<file path="src/aoff_pkg.sv">
// Constants, field layout and types shared by the output frame formatter files
//
// Notes on behaviour
// Own 4-bit device address is appended to the frame when bit 14 is set.
// Bits 13-12 pick supply flags appended: none, high, low, or both.
// Bits 11-10 pick input flags appended: none, high, low, or both.
// Bit 8 set appends the 4-bit input span code to the frame.
// Bit 3 set appends two parity bits at the end, two bits longer.
// First parity bit is even parity over the value field bits only.
// Second parity bit is even parity over the whole frame content.
// The value parity bit is left out of the whole-frame parity.
// Bit 3 clear sends the frame with no parity bits at all.
// Bits 2-0 pick value field: sample, zeros, ones, 0101 or 0011 patterns.
// Reserved output configuration bits always read back as zero.
// Span and reference register sits at byte 14h, low byte lowest.
// Span code resets on power-on only; reference-off bit on either reset.
// Plain-reset configuration fields return to default on application reset too.
// Span code selects bipolar codes 0000-0100 or unipolar codes 1000-1011.
// Reference-off bit zero keeps on-chip reference on, one turns it off.
// Each appended alarm flag is one while its condition exists now.
// Value field goes first, MSB first, optional fields fixed order, parity last.
package aoff_pkg;
    localparam int unsigned SAMPLE_W = 16;
    localparam int unsigned FRAME_W = 32;
    localparam int unsigned LEN_W = 6;
    localparam int unsigned ADDR_W = 8;
    localparam int unsigned DATA_W = 32;
    localparam int unsigned WORD_W = FRAME_W + LEN_W;
    localparam int unsigned BUF_DEPTH = 2;

    localparam logic [ADDR_W-1:0] OFS_FRAME_CFG = 8'h10;
    localparam logic [ADDR_W-1:0] OFS_SPAN_CFG = 8'h14;
    localparam logic [ADDR_W-1:0] OFS_STATUS = 8'h18;

    localparam int unsigned BIT_OWN_ID = 14;
    localparam int unsigned SUPPLY_LSB = 12;
    localparam int unsigned INPUT_LSB = 10;
    localparam int unsigned BIT_SPAN_APPEND = 8;
    localparam int unsigned BIT_PARITY = 3;
    localparam int unsigned PATTERN_LSB = 0;
    localparam int unsigned BIT_REF_OFF = 6;
    localparam int unsigned SPAN_LSB = 0;
    localparam int unsigned BIT_ST_BUSY = 0;
    localparam int unsigned ST_COUNT_LSB = 1;

    localparam logic [DATA_W-1:0] FRAME_CFG_MASK = 32'h0000_7d0f;
    localparam logic [DATA_W-1:0] FRAME_CFG_RST = 32'h0000_0000;
    localparam logic [3:0] SPAN_CODE_RST = 4'h0;
    localparam logic REF_OFF_RST = 1'b0;

    localparam logic [2:0] PAT_CODE_ZEROS = 3'h4;
    localparam logic [2:0] PAT_CODE_ONES = 3'h5;
    localparam logic [2:0] PAT_CODE_ALT1 = 3'h6;
    localparam logic [2:0] PAT_CODE_ALT2 = 3'h7;
    localparam logic [SAMPLE_W-1:0] PAT_ZEROS = 16'h0000;
    localparam logic [SAMPLE_W-1:0] PAT_ONES = 16'hffff;
    localparam logic [SAMPLE_W-1:0] PAT_ALT1 = 16'h5555;
    localparam logic [SAMPLE_W-1:0] PAT_ALT2 = 16'h3333;

    localparam logic [3:0] SPAN_BIPOLAR_MAX = 4'h4;
    localparam logic [3:0] SPAN_UNIPOLAR_MIN = 4'h8;
    localparam logic [3:0] SPAN_UNIPOLAR_MAX = 4'hb;

    localparam logic [2:0] ID_W = 3'h4;
    localparam logic [2:0] SPAN_W = 3'h4;
    localparam logic [2:0] PARITY_W = 3'h2;

    typedef enum logic [1:0] {
        st_idle = 2'b01,
        st_shift = 2'b10
    } aoff_shift_state_type;
endpackage

</file>
<file path="src/aoff_word_if.sv">
// Frame word channel between the formatter, its buffer and the serializer
`timescale 1ns/1ps
`default_nettype none
interface aoff_word_if #(parameter int unsigned W = 38);
    logic valid;
    logic ready;
    logic [W-1:0] data;
    modport source (output valid, output data, input ready);
    modport sink (input valid, input data, output ready);
endinterface
`default_nettype wire

</file>
<file path="src/aoff_frame_buf.sv">
// Small FIFO that holds composed frames while the serializer is stalled
`timescale 1ns/1ps
`default_nettype none
module aoff_frame_buf import aoff_pkg::*; #(
    parameter int unsigned WIDTH = WORD_W,
    parameter int unsigned DEPTH = BUF_DEPTH
) (
    input wire logic i_clock,
    input wire logic i_reset,
    aoff_word_if.sink up,
    aoff_word_if.source down,
    output logic [$clog2(DEPTH+1)-1:0] o_count
);
    localparam int unsigned PW = (DEPTH > 1) ? $clog2(DEPTH) : 1;
    localparam int unsigned CW = $clog2(DEPTH + 1);

    if (DEPTH < 2) begin : g_chk_depth
        $error("aoff_frame_buf: DEPTH must be at least 2");
    end
    if ($bits(up.data) != WIDTH || $bits(down.data) != WIDTH) begin : g_chk_width
        $error("aoff_frame_buf: WIDTH does not match the channel");
    end

    logic [WIDTH-1:0] mem_q [DEPTH];
    logic [PW-1:0] wr_q;
    logic [PW-1:0] rd_q;
    logic [CW-1:0] count_q;
    logic push;
    logic pop;

    function automatic logic [PW-1:0] ptr_next(input logic [PW-1:0] p);
        return (p == PW'(DEPTH - 1)) ? '0 : p + PW'(1);
    endfunction

    assign up.ready = (count_q != CW'(DEPTH));
    assign down.valid = (count_q != '0);
    assign down.data = mem_q[rd_q];
    assign push = up.valid && up.ready;
    assign pop = down.valid && down.ready;
    assign o_count = count_q;

    always_ff @(posedge i_clock) begin
        if (push) begin
            mem_q[wr_q] <= up.data;
        end
    end

    always_ff @(posedge i_clock or posedge i_reset) begin
        if (i_reset) begin
            wr_q <= '0;
            rd_q <= '0;
            count_q <= '0;
        end else begin
            if (push) begin
                wr_q <= ptr_next(wr_q);
            end
            if (pop) begin
                rd_q <= ptr_next(rd_q);
            end
            if (push && !pop) begin
                count_q <= count_q + CW'(1);
            end else if (pop && !push) begin
                count_q <= count_q - CW'(1);
            end
        end
    end
endmodule // aoff_frame_buf
`default_nettype wire

</file>
<file path="src/aoff_frame_shifter.sv">
// Shifts one frame word out bit by bit, most significant bit first
`timescale 1ns/1ps
`default_nettype none
module aoff_frame_shifter import aoff_pkg::*; (
    input wire logic i_clock,
    input wire logic i_reset,
    aoff_word_if.sink frame,
    output logic o_bit,
    output logic o_bit_valid,
    input wire logic i_bit_ready,
    output logic o_last,
    output logic o_busy
);
    aoff_shift_state_type state_q;
    logic [FRAME_W-1:0] sh_q;
    logic [LEN_W-1:0] left_q;
    logic [FRAME_W-1:0] load_frame;
    logic [LEN_W-1:0] load_len;

    assign load_frame = frame.data[FRAME_W-1:0];
    assign load_len = frame.data[WORD_W-1:FRAME_W];
    // A new word is taken only between frames, so a frame is never cut short
    assign frame.ready = (state_q == st_idle);
    assign o_bit = sh_q[FRAME_W-1];
    assign o_bit_valid = (state_q == st_shift);
    assign o_last = (state_q == st_shift) && (left_q == LEN_W'(1));
    assign o_busy = (state_q == st_shift);

    always_ff @(posedge i_clock or posedge i_reset) begin
        if (i_reset) begin
            state_q <= st_idle;
            sh_q <= '0;
            left_q <= '0;
        end else begin
            case (state_q)
                st_idle: begin
                    if (frame.valid) begin
                        // Left-justify so the first field leaves first
                        sh_q <= load_frame << (LEN_W'(FRAME_W) - load_len);
                        left_q <= load_len;
                        state_q <= st_shift;
                    end
                end
                st_shift: begin
                    if (i_bit_ready) begin
                        sh_q <= {sh_q[FRAME_W-2:0], 1'b0};
                        left_q <= left_q - LEN_W'(1);
                        if (left_q == LEN_W'(1)) begin
                            state_q <= st_idle;
                        end
                    end
                end
                default: begin
                    state_q <= st_idle;
                end
            endcase
        end
    end
endmodule // aoff_frame_shifter
`default_nettype wire

</file>
<file path="src/aoff_frame_formatter.sv">
// Output frame formatter: configuration registers, frame composition and output path
`timescale 1ns/1ps
`default_nettype none
module aoff_frame_formatter import aoff_pkg::*; (
    input wire logic i_clock,
    input wire logic i_reset,
    input wire logic i_app_reset,
    input wire logic [ADDR_W-1:0] i_addr,
    input wire logic [DATA_W-1:0] i_wdata,
    input wire logic i_write,
    input wire logic i_read,
    output logic [DATA_W-1:0] o_rdata,
    input wire logic [SAMPLE_W-1:0] i_sample,
    input wire logic i_sample_valid,
    output logic o_sample_ready,
    input wire logic [3:0] i_device_addr,
    input wire logic i_supply_hi,
    input wire logic i_supply_lo,
    input wire logic i_input_hi,
    input wire logic i_input_lo,
    output logic o_serial_out,
    output logic o_bit_valid,
    input wire logic i_bit_ready,
    output logic o_frame_last,
    output logic o_frame_active,
    output logic [3:0] o_span_code,
    output logic o_span_unipolar,
    output logic o_span_code_valid,
    output logic o_onchip_reference_off
);
    localparam int unsigned CNT_W = $clog2(BUF_DEPTH + 1);

    logic [DATA_W-1:0] frame_cfg_q;
    logic [3:0] span_code_q;
    logic ref_off_q;
    logic [DATA_W-1:0] rdata_q;
    logic [CNT_W-1:0] buf_count;
    logic shifter_busy;

    logic [SAMPLE_W-1:0] value_field;
    logic [FRAME_W-1:0] frame_word;
    logic [LEN_W-1:0] frame_len;
    logic value_par;
    logic frame_par;

    aoff_word_if #(.W(WORD_W)) push_ch ();
    aoff_word_if #(.W(WORD_W)) pop_ch ();

    function automatic logic [FRAME_W-1:0] frame_push(input logic [FRAME_W-1:0] f, input logic [3:0] bits,
                                                      input logic [2:0] n);
        logic [4:0] m;
        m = (5'h01 << n) - 5'h01;
        return (f << n) | FRAME_W'(bits & m[3:0]);
    endfunction

    // Flags go out high first, then low, when both are picked
    function automatic logic [3:0] flag_bits(input logic [1:0] sel, input logic hi, input logic lo);
        case (sel)
            2'b01: return {3'h0, hi};
            2'b10: return {3'h0, lo};
            2'b11: return {2'h0, hi, lo};
            default: return 4'h0;
        endcase
    endfunction

    function automatic logic [2:0] flag_count(input logic [1:0] sel);
        return 3'(sel[1]) + 3'(sel[0]);
    endfunction

    // Output configuration register: fields return to default on either reset
    always_ff @(posedge i_clock or posedge i_reset) begin
        if (i_reset) begin
            frame_cfg_q <= FRAME_CFG_RST;
        end else if (i_app_reset) begin
            frame_cfg_q <= FRAME_CFG_RST;
        end else if (i_write && i_addr == OFS_FRAME_CFG) begin
            frame_cfg_q <= i_wdata & FRAME_CFG_MASK;
        end
    end

    // Span code survives an application reset so a running range is not lost
    always_ff @(posedge i_clock or posedge i_reset) begin
        if (i_reset) begin
            span_code_q <= SPAN_CODE_RST;
        end else if (i_write && i_addr == OFS_SPAN_CFG) begin
            span_code_q <= i_wdata[SPAN_LSB +: 4];
        end
    end

    always_ff @(posedge i_clock or posedge i_reset) begin
        if (i_reset) begin
            ref_off_q <= REF_OFF_RST;
        end else if (i_app_reset) begin
            ref_off_q <= REF_OFF_RST;
        end else if (i_write && i_addr == OFS_SPAN_CFG) begin
            ref_off_q <= i_wdata[BIT_REF_OFF];
        end
    end

    // Read data stand only in the cycle after the strobe; unmapped reads give zero
    always_ff @(posedge i_clock or posedge i_reset) begin
        if (i_reset) begin
            rdata_q <= '0;
        end else if (!i_read) begin
            rdata_q <= '0;
        end else if (i_addr == OFS_FRAME_CFG) begin
            rdata_q <= frame_cfg_q;
        end else if (i_addr == OFS_SPAN_CFG) begin
            rdata_q <= DATA_W'({ref_off_q, 2'h0, span_code_q});
        end else if (i_addr == OFS_STATUS) begin
            rdata_q <= DATA_W'({buf_count, shifter_busy});
        end else begin
            rdata_q <= '0;
        end
    end

    assign o_rdata = rdata_q;
    assign o_span_code = span_code_q;
    assign o_span_unipolar = span_code_q[3];
    assign o_span_code_valid = (span_code_q <= SPAN_BIPOLAR_MAX) ||
                               (span_code_q >= SPAN_UNIPOLAR_MIN && span_code_q <= SPAN_UNIPOLAR_MAX);
    assign o_onchip_reference_off = ref_off_q;

    always_comb begin
        case (frame_cfg_q[PATTERN_LSB +: 3])
            PAT_CODE_ZEROS: value_field = PAT_ZEROS;
            PAT_CODE_ONES: value_field = PAT_ONES;
            PAT_CODE_ALT1: value_field = PAT_ALT1;
            PAT_CODE_ALT2: value_field = PAT_ALT2;
            default: value_field = i_sample;
        endcase
    end

    // Fields are sampled as the word enters the buffer, so flags are current then
    always_comb begin
        frame_word = FRAME_W'(value_field);
        frame_len = LEN_W'(SAMPLE_W);
        if (frame_cfg_q[BIT_OWN_ID]) begin
            frame_word = frame_push(frame_word, i_device_addr, ID_W);
            frame_len = frame_len + LEN_W'(ID_W);
        end
        frame_word = frame_push(frame_word, flag_bits(frame_cfg_q[SUPPLY_LSB +: 2], i_supply_hi, i_supply_lo),
                                flag_count(frame_cfg_q[SUPPLY_LSB +: 2]));
        frame_len = frame_len + LEN_W'(flag_count(frame_cfg_q[SUPPLY_LSB +: 2]));
        frame_word = frame_push(frame_word, flag_bits(frame_cfg_q[INPUT_LSB +: 2], i_input_hi, i_input_lo),
                                flag_count(frame_cfg_q[INPUT_LSB +: 2]));
        frame_len = frame_len + LEN_W'(flag_count(frame_cfg_q[INPUT_LSB +: 2]));
        if (frame_cfg_q[BIT_SPAN_APPEND]) begin
            frame_word = frame_push(frame_word, span_code_q, SPAN_W);
            frame_len = frame_len + LEN_W'(SPAN_W);
        end
        value_par = ^value_field;
        frame_par = ^frame_word;
        if (frame_cfg_q[BIT_PARITY]) begin
            frame_word = frame_push(frame_word, {2'h0, value_par, frame_par}, PARITY_W);
            frame_len = frame_len + LEN_W'(PARITY_W);
        end
    end

    // A full buffer holds the sample source off instead of dropping a frame
    assign push_ch.valid = i_sample_valid;
    assign push_ch.data = {frame_len, frame_word};
    assign o_sample_ready = push_ch.ready;

    aoff_frame_buf #(.WIDTH(WORD_W), .DEPTH(BUF_DEPTH)) u_buf (
        .i_clock(i_clock),
        .i_reset(i_reset),
        .up(push_ch.sink),
        .down(pop_ch.source),
        .o_count(buf_count)
    );

    aoff_frame_shifter u_shift (
        .i_clock(i_clock),
        .i_reset(i_reset),
        .frame(pop_ch.sink),
        .o_bit(o_serial_out),
        .o_bit_valid(o_bit_valid),
        .i_bit_ready(i_bit_ready),
        .o_last(o_frame_last),
        .o_busy(shifter_busy)
    );

    assign o_frame_active = shifter_busy;
endmodule // aoff_frame_formatter
`default_nettype wire

</file>
<file path="config.mk">
export PLATFORM = sky130hd
export DESIGN_NAME = aoff_frame_formatter
export DESIGN_NICKNAME = d
export VERILOG_FILES = /design/src/aoff_pkg.sv /design/src/aoff_word_if.sv /design/src/aoff_frame_buf.sv /design/src/aoff_frame_shifter.sv /design/src/aoff_frame_formatter.sv
export SDC_FILE = /design/constraint.sdc
export NUM_CORES = 1
export LEC_CHECK = 0
export ABC_AREA = 1
export BUFFER_PORTS_ARGS = -buffer_cell sky130_fd_sc_hd__buf_2
export CAP_MARGIN = 40
export CORE_ASPECT_RATIO = 1.5
export CORE_MARGIN = 2
export CORE_UTILIZATION = 60
export CTS_CLUSTER_DIAMETER = 80
export DETAILED_ROUTE_END_ITERATION = 8
export GPL_ROUTABILITY_DRIVEN = 0
export PLACE_DENSITY = 0.87
export SYNTH_ARGS = -nofsm -noshare
export SYNTH_HDL_FRONTEND = slang
export SYNTH_SLANG_ARGS = --single-unit
</file>
<file path="constraint.sdc">
create_clock -name i_clock -period 5.4 [get_ports i_clock]
set_input_delay 0.81 -clock i_clock [delete_from_list [all_inputs] [get_ports i_clock]]
set_output_delay 0.81 -clock i_clock [all_outputs]
set_load 0.02 [all_outputs]
</file>
=== Word level (Yosys, flattened, before mapping) ===
Memories as Yosys holds them, arrays and structs flattened.
Cells that the tools add are included.

* RAM bits: 76
* Output and inout bits: 44
* Bits in latches: 0
* Memory bits (read-only): 0
* Word-level logic and storage cells: 113
* Memories kept: 1
* Input bits: 71
* Bits in registers: 113

{| class="wikitable"
|+ Memory list
! memory !! words !! width !! rd ports !! clocked after Yosys merged registers in !! write ports !! RTL line !! source
|-
| u_buf.mem_q || 2 || 38 || 1 || 0 || 1 || aoff_frame_buf.sv:24 || <nowiki>logic [WIDTH-1:0] mem_q [DEPTH];</nowiki>
|}

* Mux-type cells: 33
* Add/sub/neg operators: 14
* $lt $le $gt $ge: 3
* Shift-type cells: 5
* Equal/unequal tests: 20
* Div/mod/pow operators: 0
* Reductions and logical operators: 20
* Multiply operators: 0
* Bitwise logic cells: 7

{| class="wikitable"
|+ Operators by type and width
! cell !! number
|-
| $mux W32 || 8
|-
| $or A32 B4 Y32 || 3
|-
| $pmux W16 S4 || 1
|-
| $pmux W32 S2 || 1
|-
| $shl A32 B3 Y32 || 2
|-
| $or A32 B2 Y32 || 1
|-
| $reduce_xor A32 Y1 || 1
|-
| $shl A32 B6 Y32 || 1
|-
| $eq A8 B5 Y1 const B || 3
|-
| $mux W6 || 4
|-
| $mux W20 || 1
|-
| $or A20 B4 Y20 || 1
|-
| $reduce_xor A16 Y1 || 1
|-
| $add A6 B2 Y6 || 2
|-
| $eq A3 B3 Y1 const B || 4
|-
| $pmux W2 S3 || 2
|-
| $pmux W6 S2 || 1
|-
| $eq A2 B2 Y1 const B || 5
|-
| $mux W2 || 5
|-
| $reduce_bool A2 Y1 || 5
|-
| $and A4 B4 Y4 || 2
|-
| $logic_and A1 B1 Y1 || 8
|-
| $shl A1 B2 Y4 const A || 2
|-
| $sub A4 B1 Y4 const B || 2
|-
| 22 further kinds || 36
|}

=== Logic depth before layout (Yosys ltp) ===
* Depth in word-level cells: 13
* Gate-level depth with buffers: 26
* Mapped depth without buffers: 26

=== Modules after synthesis ===
From an unflattened synthesis, not the netlist that was laid out.

* Cells, all modules: 1749
* Area, all modules: 11895.2 um2

{| class="wikitable"
|+ By module, submodules not included
! module !! area an instance (um2) !! times used !! cells an instance !! seq. area each (um2)
|-
| aoff_frame_formatter || 5281.3 || 1 || 980 || 650.6
|-
| aoff_frame_shifter || 3638.5 || 1 || 622 || 1002.2
|-
| aoff_frame_buf || 2975.4 || 1 || 147 || 2382.3
|}

=== Least setup slack after synthesis ===
OpenSTA, ideal clock, no wires.

* Path type: input to register
* Start: input port i_sample_valid
* End: memory u_buf.mem_q[1][0] (netlist name), enable pin
* Slack: 2.436 ns
* Data required time: 4.965 ns
* Stages: 2
* Buffers on the path: 0
* Setup time: 0.435 ns
* Arrival: 2.529 ns
* Cells stage by stage: nand2_1 -> nor2_1

* Word-level cells in the longest chain between the ends: 3

{| class="wikitable"
|+ Ends and longest elaborated chain
! item !! RTL line !! source
|-
| from (decl) || aoff_frame_formatter.sv:14 || <nowiki>input wire logic i_sample_valid,</nowiki>
|-
| $logic_and A1 B1 Y1 || aoff_frame_buf.sv:38 || <nowiki>assign push = up.valid && up.ready;</nowiki>
|-
| $mux W1 || aoff_frame_buf.sv:43 || <nowiki>if (push) begin</nowiki>
|-
| $mux W1 (implied by the code) || aoff_frame_buf.sv:44 || <nowiki>mem_q[wr_q] <= up.data;</nowiki>
|-
| to (decl) || aoff_frame_buf.sv:24 ||
|}

No other way between the ends.

=== Worst setup path in the final report ===
* Start: register frame_cfg_q[12]
* End: memory u_buf.mem_q[1][0] (netlist name) (data pin)

* Word-level cells in the longest chain between the ends: 12
* Elaborated cells between the ends (all ways): 17
* Classes of those cells: add/sub (2); eq/ne (3); shift (3); mux (3); bitwise (5); reduce/logical (1)

{| class="wikitable"
|+ Ends and longest elaborated chain
! item !! RTL line !! source
|-
| from (decl) || aoff_frame_formatter.sv:33 || <nowiki>logic [DATA_W-1:0] frame_cfg_q;</nowiki>
|-
| from (signal assigned) || aoff_frame_formatter.sv:77 || <nowiki>frame_cfg_q <= i_wdata & FRAME_CFG_MASK;</nowiki>
|-
| $add A1 B1 Y2 || aoff_frame_formatter.sv:67 || <nowiki>return 3'(sel[1]) + 3'(sel[0]);</nowiki>
|-
| $shl A1 B2 Y4 || aoff_frame_formatter.sv:52 || <nowiki>m = (5'h01 << n) - 5'h01;</nowiki>
|-
| $sub A4 B1 Y4 || aoff_frame_formatter.sv:52 ||
|-
| $and A4 B4 Y4 || aoff_frame_formatter.sv:53 || <nowiki>return (f << n) | FRAME_W'(bits & m[3:0]);</nowiki>
|-
| $or A32 B4 Y32 (*) || aoff_frame_formatter.sv:53 ||
|-
| $shl A32 B3 Y32 (*) || aoff_frame_formatter.sv:53 ||
|-
| $or A32 B4 Y32 (*) || aoff_frame_formatter.sv:53 ||
|-
| $or A32 B4 Y32 || aoff_frame_formatter.sv:53 ||
|-
| $mux W32 (*) || aoff_frame_formatter.sv:148 || <nowiki>if (frame_cfg_q[BIT_SPAN_APPEND]) begin</nowiki>
|-
| $reduce_xor A32 Y1 || aoff_frame_formatter.sv:153 || <nowiki>frame_par = ^frame_word;</nowiki>
|-
| $or A32 B2 Y32 || aoff_frame_formatter.sv:53 ||
|-
| $mux W32 (*) || aoff_frame_formatter.sv:154 || <nowiki>if (frame_cfg_q[BIT_PARITY]) begin</nowiki>
|-
| named net frame_word[0] || aoff_frame_formatter.sv:41 || <nowiki>logic [FRAME_W-1:0] frame_word;</nowiki>
|}

Mark *: on every way through the listed nets, which the timed path passes. The rest lies on a longest branch.

==> results.cfg <==
[clock_tree]
cts-buffers-inserted = 17
cts_sinks = 146
clock_tree.root_cell = clkbuf_16
ctsResizeCount = 0
cts_setup_buffers = 0
cts_tree = done
clock_latency_ns = 0.44
postCtsHoldBufs = 0
h-tree-depth = 4
clkTransAtPathRegs_ns = 0.07
cts_buffer_depth = 2

[pwr]
p_per_area_mw_per_mm2 = 546.2
p_leak_nw = 6.175
vdd_drop_max_v = 0.0003260

[placement]
dp.cells = 1973
post-dp-hpwl_mm = 21.75
placed_cell_area_mm2 = 0.01229
portBuffers = 72

[detailed_routing]
ant_nets = 0
drtIter0Drc = 1095
dr.pass1.iters = 6
drt-wirelength-per-cell_um = 14.71
vias = 11780
routed_wirelength_mm = 29.49
via_per_inst = 5.874
drc = 0

[setup_path]
cp.required_ns = 5.58
cp_max_fo = 39
r2r_setup_slack_ns = 1.81
cp-end-kind = register
crit_top_cell = nand2_1
critPathArrivalTime_ns = 3.77
cp_slowest_cell = clkinv_1
critical_path_class = reg -> reg
rr_startpoint = frame_cfg_q[12]
critical_path.cell_chain = ha_1 > buf_4 > clkinv_1 > buf_8 > nand3_1 > nand3_1 > nand3_1 > nand3_1 > nand2_1 > nand2_1 > nand2_1 > inv_1 > nand2_1 > nand2_1 > inv_1 > nand2_1 > nand2_2 > nand2_1 > nand2_1 > nand2_1 > nand3_1 > nand2_1
cp-startpoint = frame_cfg_q[12]
crit_path_max_incr_delay_ns = 0.52
cp-start-kind = register

[timing]
fin_skew_ns = 0.01013
fin_crit_sh = 0.6639
finalSetupTns_ns = 0
clock.fmax_ghz = 0.2789
hold_violations = 0
whs_ns = 0.4486
report.final.slew_viol_count = 0
worst_pin_slew_ns = 0.8197
slew_headroom = 0.4529
setup_viol = 0
rsz0062_at_grt = no
finalCriticalPeriod_ns = 3.585

[global_route]
grt_max_degree = 52
grt_pass1_wl_mm = 50.05
grt_usage = 0.2896
grt_pass1_vias = 11200
grt.overflow.total = 0
antenna_found_initial = 0

[job]
cap_violations = 0

[floorplan]
dieArea_mm2 = 0.02075
rows = 62
core-area_mm2 = 0.01916
die_y_um = 175.4
ios = 115
die_w_um = 118.3
initial_core_util = 0.6134

[synthesis]
ys.warnings.count = 0
synth_largest_area_cell = edfxtp_1
synth_top_flop_cell = edfxtp_1
synth_edf_count = 76
synth_cell_types = 49
ys_seq_elements = 146
syn_inst = 1723
yosys.area.top_type_share = 0.1942
async_reset_ff_frac = 0.4795
yosysSeqAreaShare = 0.3433
syn_area_mm2 = 0.01175
synthTopCellsByArea = edfxtp_1 19%, nand2_1 17%, dfrtp_1 15%
syn_area_per_cell_um2 = 6.822

[final_layout]
stdcell_area_mm2 = 0.01290
drive_above_1_share = 0.1212
layout.cells.most_common = nand2_1
stdcell_count = 2005
areaGrowthSynthToFinish_pct = 9.761
post-route-util = 0.6733
layout_common_cells = 520 x nand2_1, 331 x nand3_1, 167 x o21ai_0, 103 x inv_1, 76 x edfxtp_1
fillers = 1590
nets = 1827
antennaDiodeCount = 0

[worst_hold_path]
worstHoldStart = u_shift.state_q[1]
hold_class = reg -> reg

[status]
outcome = finished, final reports clean
synth_stat cells (2+ instances only):
| cell | count |
|---|---|
| nand2_1 | 520 |
| nand3_1 | 331 |
| o21ai_0 | 167 |
| inv_1 | 104 |
| edfxtp_1 | 76 |
| dfrtp_1 | 69 |
| clkbuf_1 | 49 |
| nor2_1 | 48 |
| a21oi_1 | 36 |
| buf_2 | 35 |
| mux2i_1 | 26 |
| buf_4 | 24 |
| or2_2 | 22 |
| a22oi_1 | 19 |
| ha_1 | 19 |
| o21ai_1 | 19 |
| nand2_2 | 17 |
| nand3_2 | 15 |
| xor2_1 | 14 |
| buf_1 | 13 |
| inv_2 | 13 |
| nand4_1 | 12 |
| nor3_1 | 12 |
| xnor2_1 | 11 |
| o22ai_1 | 9 |
| buf_6 | 4 |
| clkinv_1 | 4 |
| or2_1 | 4 |
| a31oi_1 | 3 |
| nor4_1 | 3 |
| o211ai_1 | 3 |
| o31ai_1 | 3 |
| nand2_4 | 2 |
| o21ai_2 | 2 |
power by group:
part | switching [mW] | leakage [nW] | internal (mW) | total (mW)
clock network | 0.509 | 0.303 | 0.688 | 1.20
logic | 2.79 | 4.26 | 1.37 | 4.16
registers | 0.142 | 1.61 | 1.55 | 1.69
total | 3.44 | 6.17 | 3.60 | 7.05
through the flow:
stage / worst slack [ns] / power (mW)
2_1_floorplan: 2.436 / 4.835
3_3_place_gp: 1.598 / 5.531
3_5_place_dp: 1.908 / 5.769
4_1_cts: 1.842 / 6.999
5_1_grt: 1.421 / 7.674
6_report: 1.815 / 7.046
final timing paths:
| path | end | cells past startpoint |
|---|---|---|
| max | u_buf.mem_q[1][0] | 22 |
| min | u_shift.state_q[0] | 1 |
| max reg2reg | u_buf.mem_q[1][0] | 22 |
| min reg2reg | u_shift.state_q[0] | 1 |
| max in group asynchronous | u_shift.sh_q[11] | 4 |
| min in group asynchronous | u_buf.wr_q | 3 |
state kept, by name, summed over array words and instances, names as in the netlist:
signal / count
o_span_code: 4
u_shift.left_q: 6
frame_cfg_q: 10
o_rdata: 11
u_buf.wr_q: 1
u_buf.rd_q: 1
u_buf.o_count: 2
o_onchip_reference_off: 1
u_buf.mem_q: 76
u_shift.sh_q: 32
u_shift.state_q: 2
cells by family after synthesis:
family / after synthesis / synth area share
AOI/OAI and AO/OA: 267 / 0.1230
xor gates and xnor gates: 25 / 0.01863
adders and majority gates: 20 / 0.02193
buffers and inverters: 247 / 0.09304
DFF: 146 / 0.3433
muxes: 26 / 0.02214
other: 1 / 0.0003190
and+or+nand+nor: 991 / 0.3777
routing by layer:
metal	up-vias	wire length, um	track usage
li1	5796	-	-
met1	5437	11220	0.3126
met2	439	15920	0.5448
met3	106	1231	0.04026
met4	0	1115	0.1491
met5	-	0	0
worst max-delay path: cells and delay by family, from the launching register on:
| kind | cells | cell delay, ns |
|---|---|---|
| simple gates | 16 | 1.43 |
| buf+inv | 5 | 1.31 |
| flops | 1 | 0.39 |
| fa+ha+maj | 1 | 0.16 |
layout make-up:
| type | instances | area [um^2] | share of cell area |
|---|---|---|---|
| clock buffer | 21 | 504.2 | 0.03908 |
| clock inverter | 11 | 103.9 | 0.008050 |
| inverter | 122 | 460.4 | 0.03569 |
| multi-input combinational | 1350 | 6729 | 0.5216 |
| sequential | 146 | 4035 | 0.3128 |
| tap | 256 | 320.3 | 0.02483 |
| timing repair buffer | 99 | 748.2 | 0.05800 |
Note: power is estimated with default switching activity, not from simulation.
